**src/logic/dtr_pkg.sv**
```systemverilog
// Package: register map, field layout and carriers of the DAC trim and IRQ status bank
package dtr_pkg;
    localparam int ADDR_W = 5;
    localparam int DATA_W = 16;
    localparam int GAIN_W = 10;
    localparam int NUM_REG = 4;

    localparam logic [ADDR_W-1:0] AUX1_ADDR = 5'h06;
    localparam logic [ADDR_W-1:0] QCH_ADDR  = 5'h07;
    localparam logic [ADDR_W-1:0] AUX2_ADDR = 5'h08;
    localparam logic [ADDR_W-1:0] IRQ_ADDR  = 5'h09;

    // Writable bits; everything else is reserved and stored as zero
    localparam logic [DATA_W-1:0] AUX_WMASK = 16'hE3FF;
    localparam logic [DATA_W-1:0] QCH_WMASK = 16'hC3FF;
    localparam logic [DATA_W-1:0] IRQ_WMASK = 16'h1003;
    localparam logic [DATA_W-1:0] REG_RST   = 16'h0000;

    localparam int SIGN_BIT  = 15;
    localparam int DIR_BIT   = 14;
    localparam int APD_BIT   = 13;
    localparam int SLEEP_BIT = 15;
    localparam int QPD_BIT   = 14;
    localparam int CLR_BIT   = 12;
    localparam int LOST_BIT  = 11;
    localparam int LOCK_BIT  = 10;
    localparam int DERR_BIT  = 7;
    localparam int SERR_BIT  = 6;
    localparam int DTYPE_BIT = 5;
    localparam int STYPE_BIT = 4;
    localparam int PLL_BIT   = 3;
    localparam int DMASK_BIT = 1;
    localparam int SMASK_BIT = 0;

    // Host side of the serial port, one word per access
    typedef struct packed {
        logic              wr;
        logic              rd;
        logic [ADDR_W-1:0] addr;
        logic [DATA_W-1:0] wdata;
    } dtr_req_t;

    // Status from the sync receiver, timing checkers and PLL
    typedef struct packed {
        logic sync_locked;
        logic data_err;
        logic data_setup;
        logic sync_err;
        logic sync_setup;
        logic pll_locked;
    } dtr_evt_t;

    typedef struct packed {
        logic              sign;
        logic              sink;
        logic              pd;
        logic [GAIN_W-1:0] data;
    } dtr_aux_t;

    typedef struct packed {
        logic              sleep;
        logic              pd;
        logic [GAIN_W-1:0] gain;
    } dtr_qch_t;

    function automatic logic dtr_hit(logic [ADDR_W-1:0] a, logic [ADDR_W-1:0] b);
        return a == b;
    endfunction

    function automatic logic [ADDR_W-1:0] dtr_reg_addr(int i);
        case (i)
            0:       return AUX1_ADDR;
            1:       return QCH_ADDR;
            2:       return AUX2_ADDR;
            default: return IRQ_ADDR;
        endcase
    endfunction

    function automatic logic [DATA_W-1:0] dtr_reg_mask(int i);
        case (i)
            1:       return QCH_WMASK;
            3:       return IRQ_WMASK;
            default: return AUX_WMASK;
        endcase
    endfunction
endpackage

```
**src/logic/dtr_bank.sv**
```systemverilog
// Converter trim registers and interrupt status bank on the serial port word interface
//
// Operation
// - Aux DAC one sign bit 15: 0 positive pin, 1 negative pin.
// - Aux DAC one bit 14: 0 sources current, 1 sinks current.
// - Aux DAC one bit 13 set powers that converter down.
// - Aux DAC one bits 9:0 carry its gain adjustment word.
// - Aux DAC two sign bit 15: 0 positive pin, 1 negative pin.
// - Aux DAC two bit 14: 0 sources current, 1 sinks current.
// - Aux DAC two bit 13 set powers that converter down.
// - Aux DAC two bits 9:0 carry its gain adjustment word.
// - Q channel bit 15 set puts the Q converter to sleep.
// - Q channel bit 14 set powers the Q converter down.
// - Q channel bits 9:0 carry the Q gain adjustment word.
// - Converter register contents go straight to the analog outputs.
// - Interrupt bits 11:10 and 7:3 come from logic and are read only.
// - Interrupt output goes low while an enabled event is pending.
// - Interrupt bits 1:0 are host-writable masks that read back.
// - Writing one to bit 12 clears lock lost; host writes it back.
// - Bit 11 latches loss of sync until the host clears it.
// - Bit 10 shows the live sync lock state, unlatched.
// - Bit 7 flags a data port setup or hold violation.
// - Bit 6 flags a sync pulse setup or hold violation.
// - Data port errors reach flag and interrupt only with mask bit 1 set.
// - Sync pulse errors reach flag and interrupt only with mask bit 0 set.
`timescale 1ns/1ps
`default_nettype none
module dtr_bank
    import dtr_pkg::*;
(
    // Clock and reset
    input  wire logic              clk,
    input  wire logic              rst_n,
    // Serial port word access
    input  wire dtr_req_t          req,
    output var  logic [DATA_W-1:0] rdata,
    output var  logic              rvalid,
    // Event sources
    input  wire dtr_evt_t          evt,
    // Analog periphery controls
    output var  dtr_aux_t          aux1_ctl,
    output var  dtr_aux_t          aux2_ctl,
    output var  dtr_qch_t          qch_ctl,
    // Interrupt request
    output var  logic              irq_n
);
    logic [DATA_W-1:0] reg_q [NUM_REG];
    logic              lock_prev_reg;
    logic              lost_set;
    logic              lost_flag;
    logic              data_set;
    logic              data_flag;
    logic              sync_set;
    logic              sync_flag;
    logic              irq_rd;
    logic              dtype_reg;
    logic              stype_reg;
    logic              irq_n_reg;
    logic [DATA_W-1:0] rdata_reg;
    logic [DATA_W-1:0] rdata_next;
    logic              rvalid_reg;
    logic [DATA_W-1:0] status;

    genvar gi;
    generate
        for (gi = 0; gi < NUM_REG; gi++)
        begin : g_reg
            dtr_hold_reg #(
                .MASK (dtr_reg_mask(gi)),
                .RST  (REG_RST)
            ) u_reg (
                .clk   (clk),
                .rst_n (rst_n),
                .we    (req.wr && dtr_hit(req.addr, dtr_reg_addr(gi))),
                .wdata (req.wdata),
                .q     (reg_q[gi])
            );
        end
    endgenerate

    assign aux1_ctl = dtr_aux_t'({reg_q[0][SIGN_BIT:APD_BIT], reg_q[0][GAIN_W-1:0]});
    assign aux2_ctl = dtr_aux_t'({reg_q[2][SIGN_BIT:APD_BIT], reg_q[2][GAIN_W-1:0]});
    assign qch_ctl  = dtr_qch_t'({reg_q[1][SLEEP_BIT:QPD_BIT], reg_q[1][GAIN_W-1:0]});

    always_ff @(posedge clk)
    begin
        if (!rst_n)
            lock_prev_reg <= 1'b0;
        else
            lock_prev_reg <= evt.sync_locked;
    end

    assign lost_set = lock_prev_reg && !evt.sync_locked;

    // stored clear bit holds flag clear, but a new loss in the same cycle still sets it
    dtr_sticky u_lost (
        .clk   (clk),
        .rst_n (rst_n),
        .set   (lost_set),
        .clr   (reg_q[3][CLR_BIT]),
        .q     (lost_flag)
    );

    assign data_set = evt.data_err && reg_q[3][DMASK_BIT];
    assign sync_set = evt.sync_err && reg_q[3][SMASK_BIT];
    // Error flags clear on a read of the interrupt register
    assign irq_rd   = req.rd && dtr_hit(req.addr, IRQ_ADDR);

    dtr_sticky u_data (
        .clk   (clk),
        .rst_n (rst_n),
        .set   (data_set),
        .clr   (irq_rd),
        .q     (data_flag)
    );

    dtr_sticky u_sync (
        .clk   (clk),
        .rst_n (rst_n),
        .set   (sync_set),
        .clr   (irq_rd),
        .q     (sync_flag)
    );

    // Error type follows the latest captured error
    always_ff @(posedge clk)
    begin
        if (!rst_n)
        begin
            dtype_reg <= 1'b0;
            stype_reg <= 1'b0;
        end
        else
        begin
            if (data_set)
                dtype_reg <= evt.data_setup;
            if (sync_set)
                stype_reg <= evt.sync_setup;
        end
    end

    // Lock loss has no mask bit, so it stays off the request line
    // active-low request from pending flags
    always_ff @(posedge clk)
    begin
        if (!rst_n)
            irq_n_reg <= 1'b1;
        else
            irq_n_reg <= !(data_flag || sync_flag);
    end

    assign irq_n = irq_n_reg;

    // status bits built only from logic
    always_comb
    begin
        status            = '0;
        status[LOST_BIT]  = lost_flag;
        status[LOCK_BIT]  = evt.sync_locked;
        status[DERR_BIT]  = data_flag;
        status[SERR_BIT]  = sync_flag;
        status[DTYPE_BIT] = dtype_reg;
        status[STYPE_BIT] = stype_reg;
        status[PLL_BIT]   = evt.pll_locked;
    end

    // masks and clear bit read back
    always_comb
    begin
        rdata_next = '0;
        case (req.addr)
            AUX1_ADDR: rdata_next = reg_q[0];
            QCH_ADDR:  rdata_next = reg_q[1];
            AUX2_ADDR: rdata_next = reg_q[2];
            IRQ_ADDR:  rdata_next = reg_q[3] | status;
            default:   rdata_next = '0;
        endcase
    end

    always_ff @(posedge clk)
    begin
        if (!rst_n)
        begin
            rdata_reg  <= '0;
            rvalid_reg <= 1'b0;
        end
        else
        begin
            rvalid_reg <= req.rd;
            if (req.rd)
                rdata_reg <= rdata_next;
        end
    end

    assign rdata  = rdata_reg;
    assign rvalid = rvalid_reg;

    // Helper state for the checks below
    logic [DATA_W-1:0] wdata_d;
    logic [ADDR_W-1:0] raddr_d;
    logic [1:0]        mask_d;
    always_ff @(posedge clk)
    begin
        wdata_d <= req.wdata;
        raddr_d <= req.addr;
    end

    // Own copy of the masks, so readback is not judged against itself
    always_ff @(posedge clk)
    begin
        if (!rst_n)
            mask_d <= 2'h0;
        else if (req.wr && dtr_hit(req.addr, IRQ_ADDR))
            mask_d <= req.wdata[DMASK_BIT:SMASK_BIT];
    end
endmodule
`default_nettype wire

```
**src/logic/dtr_hold_reg.sv**
```systemverilog
// Host-written register with a write mask; masked bits stay zero
`timescale 1ns/1ps
`default_nettype none
module dtr_hold_reg
    import dtr_pkg::*;
#(
    parameter logic [DATA_W-1:0] MASK = 16'hFFFF,
    parameter logic [DATA_W-1:0] RST  = 16'h0000
)(
    // Clock and reset
    input  wire logic              clk,
    input  wire logic              rst_n,
    // Write port
    input  wire logic              we,
    input  wire logic [DATA_W-1:0] wdata,
    // Stored value
    output var  logic [DATA_W-1:0] q
);
    logic [DATA_W-1:0] q_reg;

    always_ff @(posedge clk)
    begin
        if (!rst_n)
            q_reg <= RST & MASK;
        else if (we)
            q_reg <= wdata & MASK;
    end

    assign q = q_reg;
endmodule
`default_nettype wire

```
**src/logic/dtr_sticky.sv**
```systemverilog
// Sticky event flag; a set in the clearing cycle wins
`timescale 1ns/1ps
`default_nettype none
module dtr_sticky (
    // Clock and reset
    input  wire logic clk,
    input  wire logic rst_n,
    // Event and clear
    input  wire logic set,
    input  wire logic clr,
    // Flag
    output var  logic q
);
    logic q_reg;
    logic q_next;

    always_comb
    begin
        q_next = q_reg;
        if (set)
            q_next = 1'b1;
        else if (clr)
            q_next = 1'b0;
    end

    always_ff @(posedge clk)
    begin
        if (!rst_n)
            q_reg <= 1'b0;
        else
            q_reg <= q_next;
    end

    assign q = q_reg;
endmodule
`default_nettype wire
```
**config.mk**
```make
export PLATFORM = sky130hd
export DESIGN_NAME = dtr_bank
export DESIGN_NICKNAME = d
export VERILOG_FILES = /design/src/logic/dtr_pkg.sv /design/src/logic/dtr_bank.sv /design/src/logic/dtr_hold_reg.sv /design/src/logic/dtr_sticky.sv
export SDC_FILE = /design/constraint.sdc
export NUM_CORES = 1
export LEC_CHECK = 0
export ABC_AREA = 1
export BUFFER_PORTS_ARGS = -buffer_cell sky130_fd_sc_hd__buf_2
export CELL_PAD_IN_SITES_DETAIL_PLACEMENT = 1
export CELL_PAD_IN_SITES_GLOBAL_PLACEMENT = 2
export CORE_ASPECT_RATIO = 0.6
export CORE_UTILIZATION = 30
export CTS_CLUSTER_DIAMETER = 50
export DETAILED_ROUTE_END_ITERATION = 8
export GPL_ROUTABILITY_DRIVEN = 1
export PLACE_DENSITY = 0.9
export REMOVE_ABC_BUFFERS = 1
export SETUP_SLACK_MARGIN = 0.02
export SYNTH_ARGS = -nofsm -noshare
export SYNTH_HDL_FRONTEND = slang
export SYNTH_HIERARCHICAL = 1
export SYNTH_SLANG_ARGS = --single-unit
```
**constraint.sdc**
```tcl
create_clock -name clk -period 2.75 [get_ports clk]
set_clock_uncertainty 0.15 [all_clocks]
set_input_delay 0.4125 -clock clk [delete_from_list [all_inputs] [get_ports clk]]
set_output_delay 0.4125 -clock clk [all_outputs]
set_load 0.01 [all_outputs]
```
# --- Yosys cells after proc, flatten, opt, wreduce, memory -nomap -nowiden ---
# Index checks and enable logic that the tools add are counted.
totals:
  inputBits: 31
  out_inout_bits: 56
  word_cells: 38
  register_bits: 65
op_classes:
  muxes: 6
  n_eq_ne: 4
  n_bitwise: 1
  reduce_logical: 14
op_table:
  columns: ["operator", "n"]
  rows:
  - ["$pmux 16 s4", 1]
  - ["$or 13x12->13", 1]
  - ["$eq 5x3->1 const B", 2]
  - ["$eq 5x4->1 const B", 2]
  - ["$logic_and 1x1->1", 8]
  - ["$reduce_bool 2->1", 3]
  - ["$mux 1", 5]
  - ["$logic_not 1->1", 2]
  - ["$logic_or 1x1->1", 1]

# --- Logic depth before layout (Yosys ltp) ---
# Gate-level depths: netlist of the first run.
depth:
  word_depth: 4
  ltp_mapped: 11
  ltp_nobuf: 8

# --- Hierarchy ---
# Netlist of the first run, hierarchy kept.
by_module_without_submodules:
  columns: ["mod", "area_per_inst_um2", "n_inst", "cells_per_inst", "seq_area_each_um2"]
  rows:
  - ["dtr_bank", 1435.1, 1, 225, 420.4]
  - ["dtr_hold_reg (g_reg[0].u_reg ...)", 571.8, 2, 86, 260.2]
  - ["dtr_hold_reg (g_reg[1].u_reg)", 526.8, 1, 80, 240.2]
  - ["dtr_hold_reg (g_reg[3].u_reg)", 217.7, 1, 32, 60.1]
  - ["dtr_sticky", 43.8, 3, 6, 20.0]

# --- Worst setup path after synthesis of the first run ---
# No wires, ideal clock.
synth_path:
  path_type: "input -> register"
  from: "in req[18] (netlist bit)"
  to: "reg g_reg[1].u_reg.q_reg[14]"
  setup_slack_ns: 1.024
  t_required_ns: 2.487
  path_buffers: 2
  cell_stages: 7
  setup_ns: 0.113
  t_arrival_ns: 1.463
  cell_sequence: "buf_6 > nand3_2 > nor3_1 > buf_6 > nand2_1 > nand2_1 > nor2_1"
synth_between:
  elab_chain_cells: 2
synth_lines:
  columns: ["item", "line", "source"]
  rows:
  - ["from (decl)", "dtr_bank.sv:35", "input wire dtr_req_t req,"]
  - ["$eq 5x3->1", "dtr_pkg.sv:67", "return a == b;"]
  - ["$logic_and 1x1->1", "dtr_bank.sv:74", ".we (req.wr && dtr_hit(req.addr, dtr_reg_addr(gi))),"]
  - ["to (signal assigned)", "dtr_hold_reg.sv:24", "q_reg <= RST & MASK;"]
  - ["to (signal assigned)", "dtr_hold_reg.sv:26", "q_reg <= wdata & MASK;"]
  - ["to (decl)", "dtr_hold_reg.sv:19", "logic [DATA_W-1:0] q_reg;"]
# Every way passes these cells.
# A chain may end at the register's enable or synchronous reset.

# --- Worst setup path in the final report of the first run ---
layout_path:
  from: "in req[18] (netlist bit)"
  to: "reg rdata_reg[8] (netlist: rdata[8])"
layout_between:
  elab_chain_cells: 2
  elab_cells_between_ends: 5
  cone_classes: "eq/ne: 4; mux: 1"
layout_lines:
  columns: ["item", "line", "source"]
  rows:
  - ["$eq 5x4->1 / $eq 5x3->1 (equally long branches)", "dtr_bank.sv:171", "case (req.addr)"]
  - ["$pmux 16 s4 *", "dtr_bank.sv:171", null]
  - ["to (signal assigned)", "dtr_bank.sv:191", "rdata_reg <= rdata_next;"]
  - ["to (decl)", "dtr_bank.sv:59", "logic [DATA_W-1:0] rdata_reg;"]
# Mark *: on every way between the ends. The rest lies on a longest branch, timed or not.

==> impl_results.md, run 1 <==
- Status: finished, final reports clean
- Synth-to-Final Area Change: 20.43%
- DR iter-0 viols: 157
- Vias in the first global route: 3534
- Headroom to the max-slew limit: between 60 and 70%
- Period utilisation layout: 66.73%
- Gr usage total: 19.76%
- RSZ-0062 raised after global routing: no
- Postcts setup bufs: 0
- Overall die height: 85.12 um
- Post-route antenna net violation count: 0
- Startpoint Class: input pin
- Synth cell types: 26
- Pwr/cell area: 578.0 nW/um2
- Post-synth EDFFs: 0
- Fin worst setup slack: 0.9150 ns
- Diodes inserted: 0
- Synth Flop Type: dfxtp_1
- Worst-path clk slew: 0.05 ns
- Max reg flops: 41
- Via count: 3462
- Top cells by area, synth: dfxtp_1, nand2_1, nor2_1, inv_1, buf_4
- Final setup fails: 0
- TNS Setup: 0 ns
- Placer congestion estimate: 0.7287
- GR peak layer: met2
- Max-slew violation count: 0
- Post-CTS sizing: 0
- Clock network power share: 52.0%
- Clock Root Buffer: clkbuf_16
- GR Layer Usage met1: 26.09%
- Gate power share: 8.0%
- FF-to-FF Start: u_lost/q
- Synth warnings: 6
- Via/cell ratio: 4.635
- Core ar.: 10890 um2
- Post-synth top cells: nand2_1, nor2_1, dfxtp_1
- Tmin final: 1.835 ns
- Cell Rows: 29
- Worst Setup Slack post-DPL: 0.5632 ns
- Nets: 634
- DRC: 0
- M3 GR Usage: under 10%
- Pleak: 2.175 nW
- Min-Delay Path Class: input pin to flop
- Max Cap Viol: 0
- Maximum fanout along the worst path: 19
- Clk sinks: 65
- Congestion Overflow GR: 0
- Wirelength per Cell: 14.74 um
- Fraction of registers with async set or reset after synthesis: 0%
- Critical hold path startpoint: evt[5]
- CTS tree: yes
- Clock Tree Buf Depth: 2
- Net switching power: 0.5756 mW
- Post-placement cell count: 731
- Hold buffers post-CTS: 0
- Crit end category: flop
- CP required: 2.86 ns
- VDD IR max: 0.3149 mV
- Most numerous cell in the Yosys netlist: nand2_1
- Synthesized area: between 3000 and 4000 um2
- Worst Hold Path EP: lock_prev_reg
- Number of synthesized register bits: between 60 and 70
- Crit path DAT: 1.94 ns
- Largest net degree at the start of global routing: 33
- DR pass1 iterations: 4
- H-tree depth: 3
- HPWL Detailed: between 7000 and 8000 um
- # IOs: a little under 90
- WS Path Type: input pin to flop
- Cell count of the worst reg-to-reg path: 5
- Hold path cells: 3
- Initial core utilization: between 30% and 40%
- IO buf count: 84
- P_int: around 1.8 mW
- Syn avg cell area: roughly 6.6 um2
- Sequential area share after synthesis: 37.67%
- Syn Inst Count: around 530
- Fin. Hold Viols: 0
- Die width: ~140 um
- First-pass GRT wire length: 17910 um
- Worst reg2reg path endpoint: rdata[11]
- Fmax: 545.0 MHz
- # fillers: between 1000 and 1500
- Initial antenna violation count: 0
- Worst reg-to-reg setup slack: 1.49 ns
- Sequential Power Share: between 40% and 50%
- Non-Filler Instances: between 700 and 800
- CTS buffer count: 9
- Post-Route WL: 11010 um
- Share of cells above drive strength 1: 21.71%
- Worst skew pair latency: 0.34 ns
- Largest area contributor in the netlist: dfxtp_1
- Synth top area share: 37.67%
- Worst Max-Slew Pin Slew: about 0.59 ns
- Met2 Resource Use GR: a little under a third
- Die area: between 10000 and 15000 um2
- Switch share: a little under a quarter
## layer usage
layer  share of wire, %  up-vias
met5                  0        -
met4                1.3        0
met3                5.9       12
met2                 43       81
met1                 50     1630
li1                   -     1739
## per-stage QoR
step | hold slack, ns | total power, mW | util, % | instance area (um2)
finish | 0.1374 | 2.405 | 38.22 | 4160
detailed placement | 0.3102 | 1.175 | 35.26 | 3839
CTS | 0.1291 | 2.440 | 38.22 | 4160
global placement | 0.2985 | 1.167 | 35.26 | 3839
global route | 0.1434 | 2.503 | 38.22 | 4160
floorplan | 0.2763 | 1.076 | - | 3156
## critical path: stages
cell     delay [ns]
buf_2          0.44
nand3_2        0.23
nor2_4         0.43
nand2_1        0.10
nand2_1        0.08
o21ai_0        0.08
a21oi_1        0.17
## power by group through the flow
stage	logic (mW)	clock network [mW]	registers (mW)
after floorplan	0.0896	0	0.986
after global placement	0.184	0	0.984
after detailed placement	0.191	0	0.984
after CTS	0.192	1.28	0.964
after global routing	0.216	1.32	0.965
final	0.191	1.25	0.964
## cell families after synthesis
family	share of synthesized area, %
AND/OR/NAND/NOR	38.61
buffers and inverters	17.46
flip-flops	37.67
AO/OA/AOI/OAI	5.831
other	0.4345
## layout make-up
type	instances	area [um2]	share of cell area (%)
inverters	62	232.7	5.594
clock buffers	11	242.7	5.835
multi-input cells	371	1635	39.31
repair buffers	94	495.5	11.91
flip-flops and latches	65	1301	31.28
clock inverters	5	78.83	1.895
well taps	139	173.9	4.180
## placed cells by master, fill, tap and decap left out, types with 2 or more instances in the layout
master and count:
nand3_1 17, buf_4 10, nor2_1 89, or2_2 7, nor2_4 3, clkbuf_16 9
inv_2 3, nor2_2 2, bufinv_16 2, clkinv_2 2, inv_1 58, nand2_1 156
dfxtp_1 65, buf_2 84, conb_1 23, nand4_1 31, a21oi_2 3, o21ai_1 14
o21ai_0 5, a21oi_1 16
## worst max path at each step
stage	end	startpoint	cells past startpoint	slack [ns]
2_1_floorplan	g_reg[0].u_reg/q[13]	req[19]	6	-0.20
3_3_place_gp	g_reg[3].u_reg/q[12]	req[17]	9	0.63
3_5_place_dp	rdata[9]	req[18]	7	0.56
4_1_cts	rdata[9]	req[18]	7	0.94
5_1_grt	rdata[8]	req[18]	7	0.80
6_report	rdata[8]	req[18]	7	0.91
Power figures use the tool's default switching activity.
==> inputs of run 2 (changes only) <==
--- a/config.mk
+++ b/config.mk
@@ -5,16 +5,16 @@
 export SDC_FILE = /design/constraint.sdc
 export NUM_CORES = 1
 export LEC_CHECK = 0
-export ABC_AREA = 1
+export ABC_AREA = 0
 export BUFFER_PORTS_ARGS = -buffer_cell sky130_fd_sc_hd__buf_2
 export CELL_PAD_IN_SITES_DETAIL_PLACEMENT = 1
 export CELL_PAD_IN_SITES_GLOBAL_PLACEMENT = 2
 export CORE_ASPECT_RATIO = 0.6
-export CORE_UTILIZATION = 30
+export CORE_UTILIZATION = 32
 export CTS_CLUSTER_DIAMETER = 50
 export DETAILED_ROUTE_END_ITERATION = 8
 export GPL_ROUTABILITY_DRIVEN = 1
-export PLACE_DENSITY = 0.9
+export PLACE_DENSITY = 0.85
 export REMOVE_ABC_BUFFERS = 1
 export SETUP_SLACK_MARGIN = 0.02
 export SYNTH_ARGS = -nofsm -noshare
==> constraint.sdc (replaced) <==
create_clock -name clk -period 1.8 [get_ports clk]
set_clock_uncertainty 0.15 [all_clocks]
set_input_delay 0.27 -clock clk [delete_from_list [all_inputs] [get_ports clk]]
set_output_delay 0.27 -clock clk [all_outputs]
set_load 0.01 [all_outputs]
==> impl_results.md, run 2 <==
- Worst setup path start: req[17]
- VDD IR max: between 0.5 and 0.6 mV
- H-tree depth: 3
- Non-Filler Instances: 554
- Postcts setup bufs: 0
- Core ar.: 9879 um2
- DR pass1 iterations: 4
- Mux share of post-synthesis cell area: 20.82%
- Hold buffers post-CTS: 0
- Congestion Overflow GR: 0
- Fraction of registers with async set or reset after synthesis: 0%
- Most numerous cell in the Yosys netlist: mux2i_1
- Pwr Total: between 3 and 4 mW
- Syn Inst Count: 321
- Post-synth top cells: mux2i_1, dfxtp_1, nor2b_1
- HPWL Detailed: 6656 um
- Worst skew pair latency: roughly 0.33 ns
- Wirelength per Cell: 16.03 um
- Fin. Hold Viols: 0
- Post-Route WL: 8882 um
- Final setup fails: 0
- Fin worst setup slack: 0.2254 ns
- Max-slew violation count: 0
- # fillers: between 1000 and 1500
- Crit-path max cell delay: 0.59 ns
- Worst Setup Slack post-DPL: -0.1097 ns
- Diodes inserted: 0
- Crit path DAT: 1.65 ns
- Initial core utilization: 33.09%
- Synth Area in Adders: 0%
- CTS tree: yes
- CP required: roughly 1.9 ns
- Gr usage total: about 18%
- Die area: about 11000 um2
- Startpoint Class: input pin
- Post-synth EDFFs: 0
- CP max-delay cell: or4b_4
- Crit end category: flop
- Clock Tree Buf Depth: 2
- Status: finished, final reports clean
- Cell Rows: 28
- CTS buffer count: 9
- Critical hold path startpoint: evt[5]
- First-pass GRT wire length: approximately 14000 um
- Die width: approximately 130 um
- Synth warnings: 6
- Top cells by area, synth: dfxtp_1, mux2i_1, nor2b_1, buf_4, buf_6
- IO buf count: 84
- Synthesized area: roughly 3300 um2
- Synth-to-Final Area Change: 24.53%
- Via count: 2530
- Pwr/cell area: approximately 850 nW/um2
- Largest area contributor in the netlist: dfxtp_1
- Crit path cell chain: buf_2 > or4b_4 > nor2_2 > buf_4 > mux2i_1 > nor2b_1
- Fmax: 635.1 MHz
- Synth Area in Compound Gates: under 10%
- Sequential area share after synthesis: around two fifths
- DR iter-0 viols: 64
- FF-to-FF Start: u_data/q
- RSZ-0062 raised after global routing: no
- Clock Root Buffer: clkbuf_16
- Nets: 446
- Largest family of logic cells by synthesized area: multiplexers
- Pleak: around 1.7 nW
- DRC: 0
- Share of cells above drive strength 1: 30.79%
- Simple-gate share of the synthesized area: between 20 and 25%
- Worst-path clk slew: 0.05 ns
- Synth top area share: around two fifths
- Synth cell types: 27
- Maximum fanout along the worst path: 6
- WS Path Type: input pin to flop
- Overall die height: 80.30 um
- Max reg flops: 41
- Post-CTS sizing: 0
- Min-Delay Path Class: input pin to flop
- Post-placement cell count: 539
- Max Cap Viol: 0
- Clk sinks: 65
- Post-route antenna net violation count: 0
- Vias in the first global route: 2614
- Placer congestion estimate: 0.7470
- Tmin final: 1.575 ns
- Initial antenna violation count: 0
- Via/cell ratio: ~4.6
- Number of synthesized register bits: 65
- Syn avg cell area: between 10 and 15 um2
- XOR/XNOR Fraction of Synth Area: 0%
- Most common cell after layout, fill and taps aside: buf_2
- Largest net degree at the start of global routing: 39
- Most frequent cells in the layout: buf_2, mux2i_1, dfxtp_1, nor2b_1, conb_1
- Period utilisation layout: 87.48%
- Synth Flop Type: dfxtp_1
- # IOs: 87
-- run 2: cells by family (layout without fill, tap and decap cells) --
group / Yosys count / count (layout)
AO/OA/AOI/OAI: 37 / 37
buffers and inverters: 43 / 122
flip-flops: 65 / 65
multiplexers: 68 / 68
other: 4 / 23
AND/OR/NAND/NOR: 104 / 104
-- run 2: per-layer routing --
metal  routed length, um  up-vias  GRT usage (%)
met5                   0        -              0
met4                  87        0          4.828
met3                 703        9          7.955
met2                3666       71          27.26
met1                4426     1207          21.97
li1                    -     1243              -
-- run 2: critical path, delay by kind of cell --
family | cells | cell delay, ns
multiplexers | 1 | 0.22
buffers and inverters | 2 | 0.33
AND/OR/NAND/NOR | 3 | 0.82
-- run 2: area by class of cell --
type / instances / area (um2) / area share, %
Tap cell: 135 / 168.9 / 4.149
Clock buffer: 12 / 256.5 / 6.300
Sequential cell: 65 / 1301 / 31.96
Clock inverter: 3 / 40.04 / 0.9834
Multi-Input combinational cell: 232 / 1687 / 41.43
Timing Repair Buffer: 107 / 618.1 / 15.18
-- run 2: power breakdown --
part | total [mW] | switching, mW | internal (mW) | leakage (nW)
combinational | 0.245 | 0.129 | 0.115 | 0.998
clock | 1.76 | 0.630 | 1.13 | 0.148
sequential | 1.46 | 0.00716 | 1.45 | 0.524
-- run 2: final timing paths --
| check | end | slack [ns] | depth (start not counted) |
|---|---|---|---|
| hold reg to reg | irq_n | 0.32 | 1 |
| setup reg to reg | rdata[7] | 0.72 | 3 |
| setup / recovery | g_reg[2].u_reg/q[8] | 0.23 | 6 |
| hold / removal | lock_prev_reg | 0.02 | 2 |
-- run 2: stage by stage --
step	instance area (um2)	utilization (%)	hold WS (ns)	setup TNS, ns
after floorplan	2980	-	0.1962	-19.40
after global placement	3775	38.21	0.3066	-0.7944
after detailed placement	3775	38.21	0.3119	-1.980
after CTS	4071	41.21	0.01616	0
after global routing	4071	41.21	0.03666	0
final	4071	41.21	0.02260	0
==> inputs of run 3 (changes only) <==
--- a/config.mk
+++ b/config.mk
@@ -11,12 +11,13 @@
 export CELL_PAD_IN_SITES_GLOBAL_PLACEMENT = 2
 export CORE_ASPECT_RATIO = 0.6
 export CORE_UTILIZATION = 32
+export CTS_BUF_LIST = sky130_fd_sc_hd__clkbuf_8
 export CTS_CLUSTER_DIAMETER = 50
 export DETAILED_ROUTE_END_ITERATION = 8
 export GPL_ROUTABILITY_DRIVEN = 1
 export PLACE_DENSITY = 0.85
 export REMOVE_ABC_BUFFERS = 1
-export SETUP_SLACK_MARGIN = 0.02
+export SETUP_SLACK_MARGIN = 0.2
 export SYNTH_ARGS = -nofsm -noshare
 export SYNTH_HDL_FRONTEND = slang
 export SYNTH_HIERARCHICAL = 1
==> impl_results.md, run 3 (synthesis results as in run 2) <==
- Status: finished, final reports clean
- Worst skew pair latency: 0.36 ns
- Cell Rows: 28
- Met2 Resource Use GR: 26.74%
- GR Layer Usage met1: 22.43%
- Startpoint Class: input pin
- Max reg flops: 41
- Diodes inserted: 0
- IO buf count: 84
- CP required: approximately 1.9 ns
- Core ar.: 9879 um2
- Clock Tree Buf Depth: 2
- Gr usage total: 17.60%
- Max Cap Viol: 0
- First-pass GRT wire length: between 10000 and 15000 um
- DRC: 0
- Min-Delay Path Class: input pin to flop
- Synth-to-Final Area Change: 21.74%
- Via count: 2522
- Pwr/cell area: 745.0 nW/um2
- VDD IR max: between 0.4 and 0.5 mV
- Nets: 447
- M3 GR Usage: ~7.5%
- Most common cell after layout, fill and taps aside: buf_2
- Hold buffers post-CTS: 1
- Delay-heaviest family, CP: simple AND/OR/NAND/NOR gates
- CTS buffer count: 9
- Postcts setup bufs: 0
- Tmin final: 1.524 ns
- Largest net degree at the start of global routing: 39
- Wirelength per Cell: 15.94 um
- DR pass1 iterations: 4
- Initial core utilization: between 30 and 40%
- Fmax: 656.2 MHz
- Final setup fails: 0
- Pwr Total: 2.965 mW
- Hold path cells: 3
- Placer congestion estimate: 0.7470
- Congestion Overflow GR: 0
- Cell count of the worst reg-to-reg path: 3
- Vias in the first global route: 2608
- Share of cells above drive strength 1: 30.71%
- Stages on the worst setup path: 6
- Crit path DAT: 1.62 ns
- Crit-path max cell delay: 0.59 ns
- H-tree depth: 3
- Non-Filler Instances: 555
- RSZ-0062 raised after global routing: no
- Post-Route WL: 8848 um
- DR iter-0 viols: between 70 and 80
- Crit path cell chain: buf_2 > or4b_4 > nor2_2 > buf_4 > mux2i_1 > nor2b_1
- Die area: 10640 um2
- Pleak: 1.633 nW
- HPWL Detailed: ~6700 um
- Fin. Hold Viols: 0
- Max-slew violation count: 0
- Initial antenna violation count: 0
- Via/cell ratio: 4.544
- Most frequent cells in the layout: buf_2, mux2i_1, dfxtp_1, nor2b_1, conb_1
- Crit end category: flop
- # IOs: 87
- Post-placement cell count: 539
- Buf/Inv on CP: 2
- Worst-path clk slew: ~0.070 ns
- Die width: 132.5 um
- CP max-delay cell: or4b_4
- Period utilisation layout: 84.67%
- Maximum fanout along the worst path: 6
- Post-CTS sizing: 0
- Overall die height: between 80 and 90 um
- Post-route antenna net violation count: 0
- Clock Root Buffer: clkbuf_8
- WS Path Type: input pin to flop
- CTS tree: yes
- Clk sinks: 65
- GR peak layer: met2
run 3: metrics by stage:
step | utilization [%] | area [um2] | hold slack, ns | setup WS, ns | TNS (ns)
6_report | 40.29 | 3980 | 0.03623 | 0.2760 | 0
5_1_grt | 40.29 | 3980 | 0.04293 | 0.2248 | 0
4_1_cts | 40.29 | 3980 | 0.01564 | 0.2948 | 0
3_5_place_dp | 38.21 | 3775 | 0.3119 | -0.1097 | -1.980
3_3_place_gp | 38.21 | 3775 | 0.3066 | -0.05883 | -0.7944
2_1_floorplan | - | 2980 | 0.1962 | -0.5324 | -19.40
run 3: area by class of cell:
class / count / area [um2]
tap: 135 / 168.9
clock inverter: 4 / 43.79
fill: 1184 / 5899
sequential: 65 / 1301
timing repair buffer: 108 / 628.1
multi-input combinational: 232 / 1687
clock buffer: 11 / 151.4
run 3: worst min-delay path, delay by kind of cell:
kind                   cells  cell delay (ns)
and+or+nand+nor            1             0.09
buffers and inverters      1             0.08
muxes                      1             0.06
run 3: report_power, final:
part / switching, mW / internal [mW]
combinational: 0.128 / 0.117
sequential: 0.00725 / 1.45
clock: 0.567 / 0.698
run 3: final timing paths:
| check | startpoint | to | slack (ns) |
|---|---|---|---|
| worst min-delay path | evt[3] | dtype_reg | 0.04 |
| worst min register to register | u_sync/q | irq_n | 0.32 |
| worst max register to register | u_data/q | rdata[7] | 0.71 |
| worst max-delay path | req[17] | g_reg[2].u_reg/q[14] | 0.28 |
run 3: metal layers:
| metal | wire length [um] | part of all wire, % |
|---|---|---|
| met1 | 4435 | 50 |
| met4 | 96 | 1.1 |
| met2 | 3685 | 42 |
| met3 | 630 | 7.1 |
| met5 | 0 | 0 |
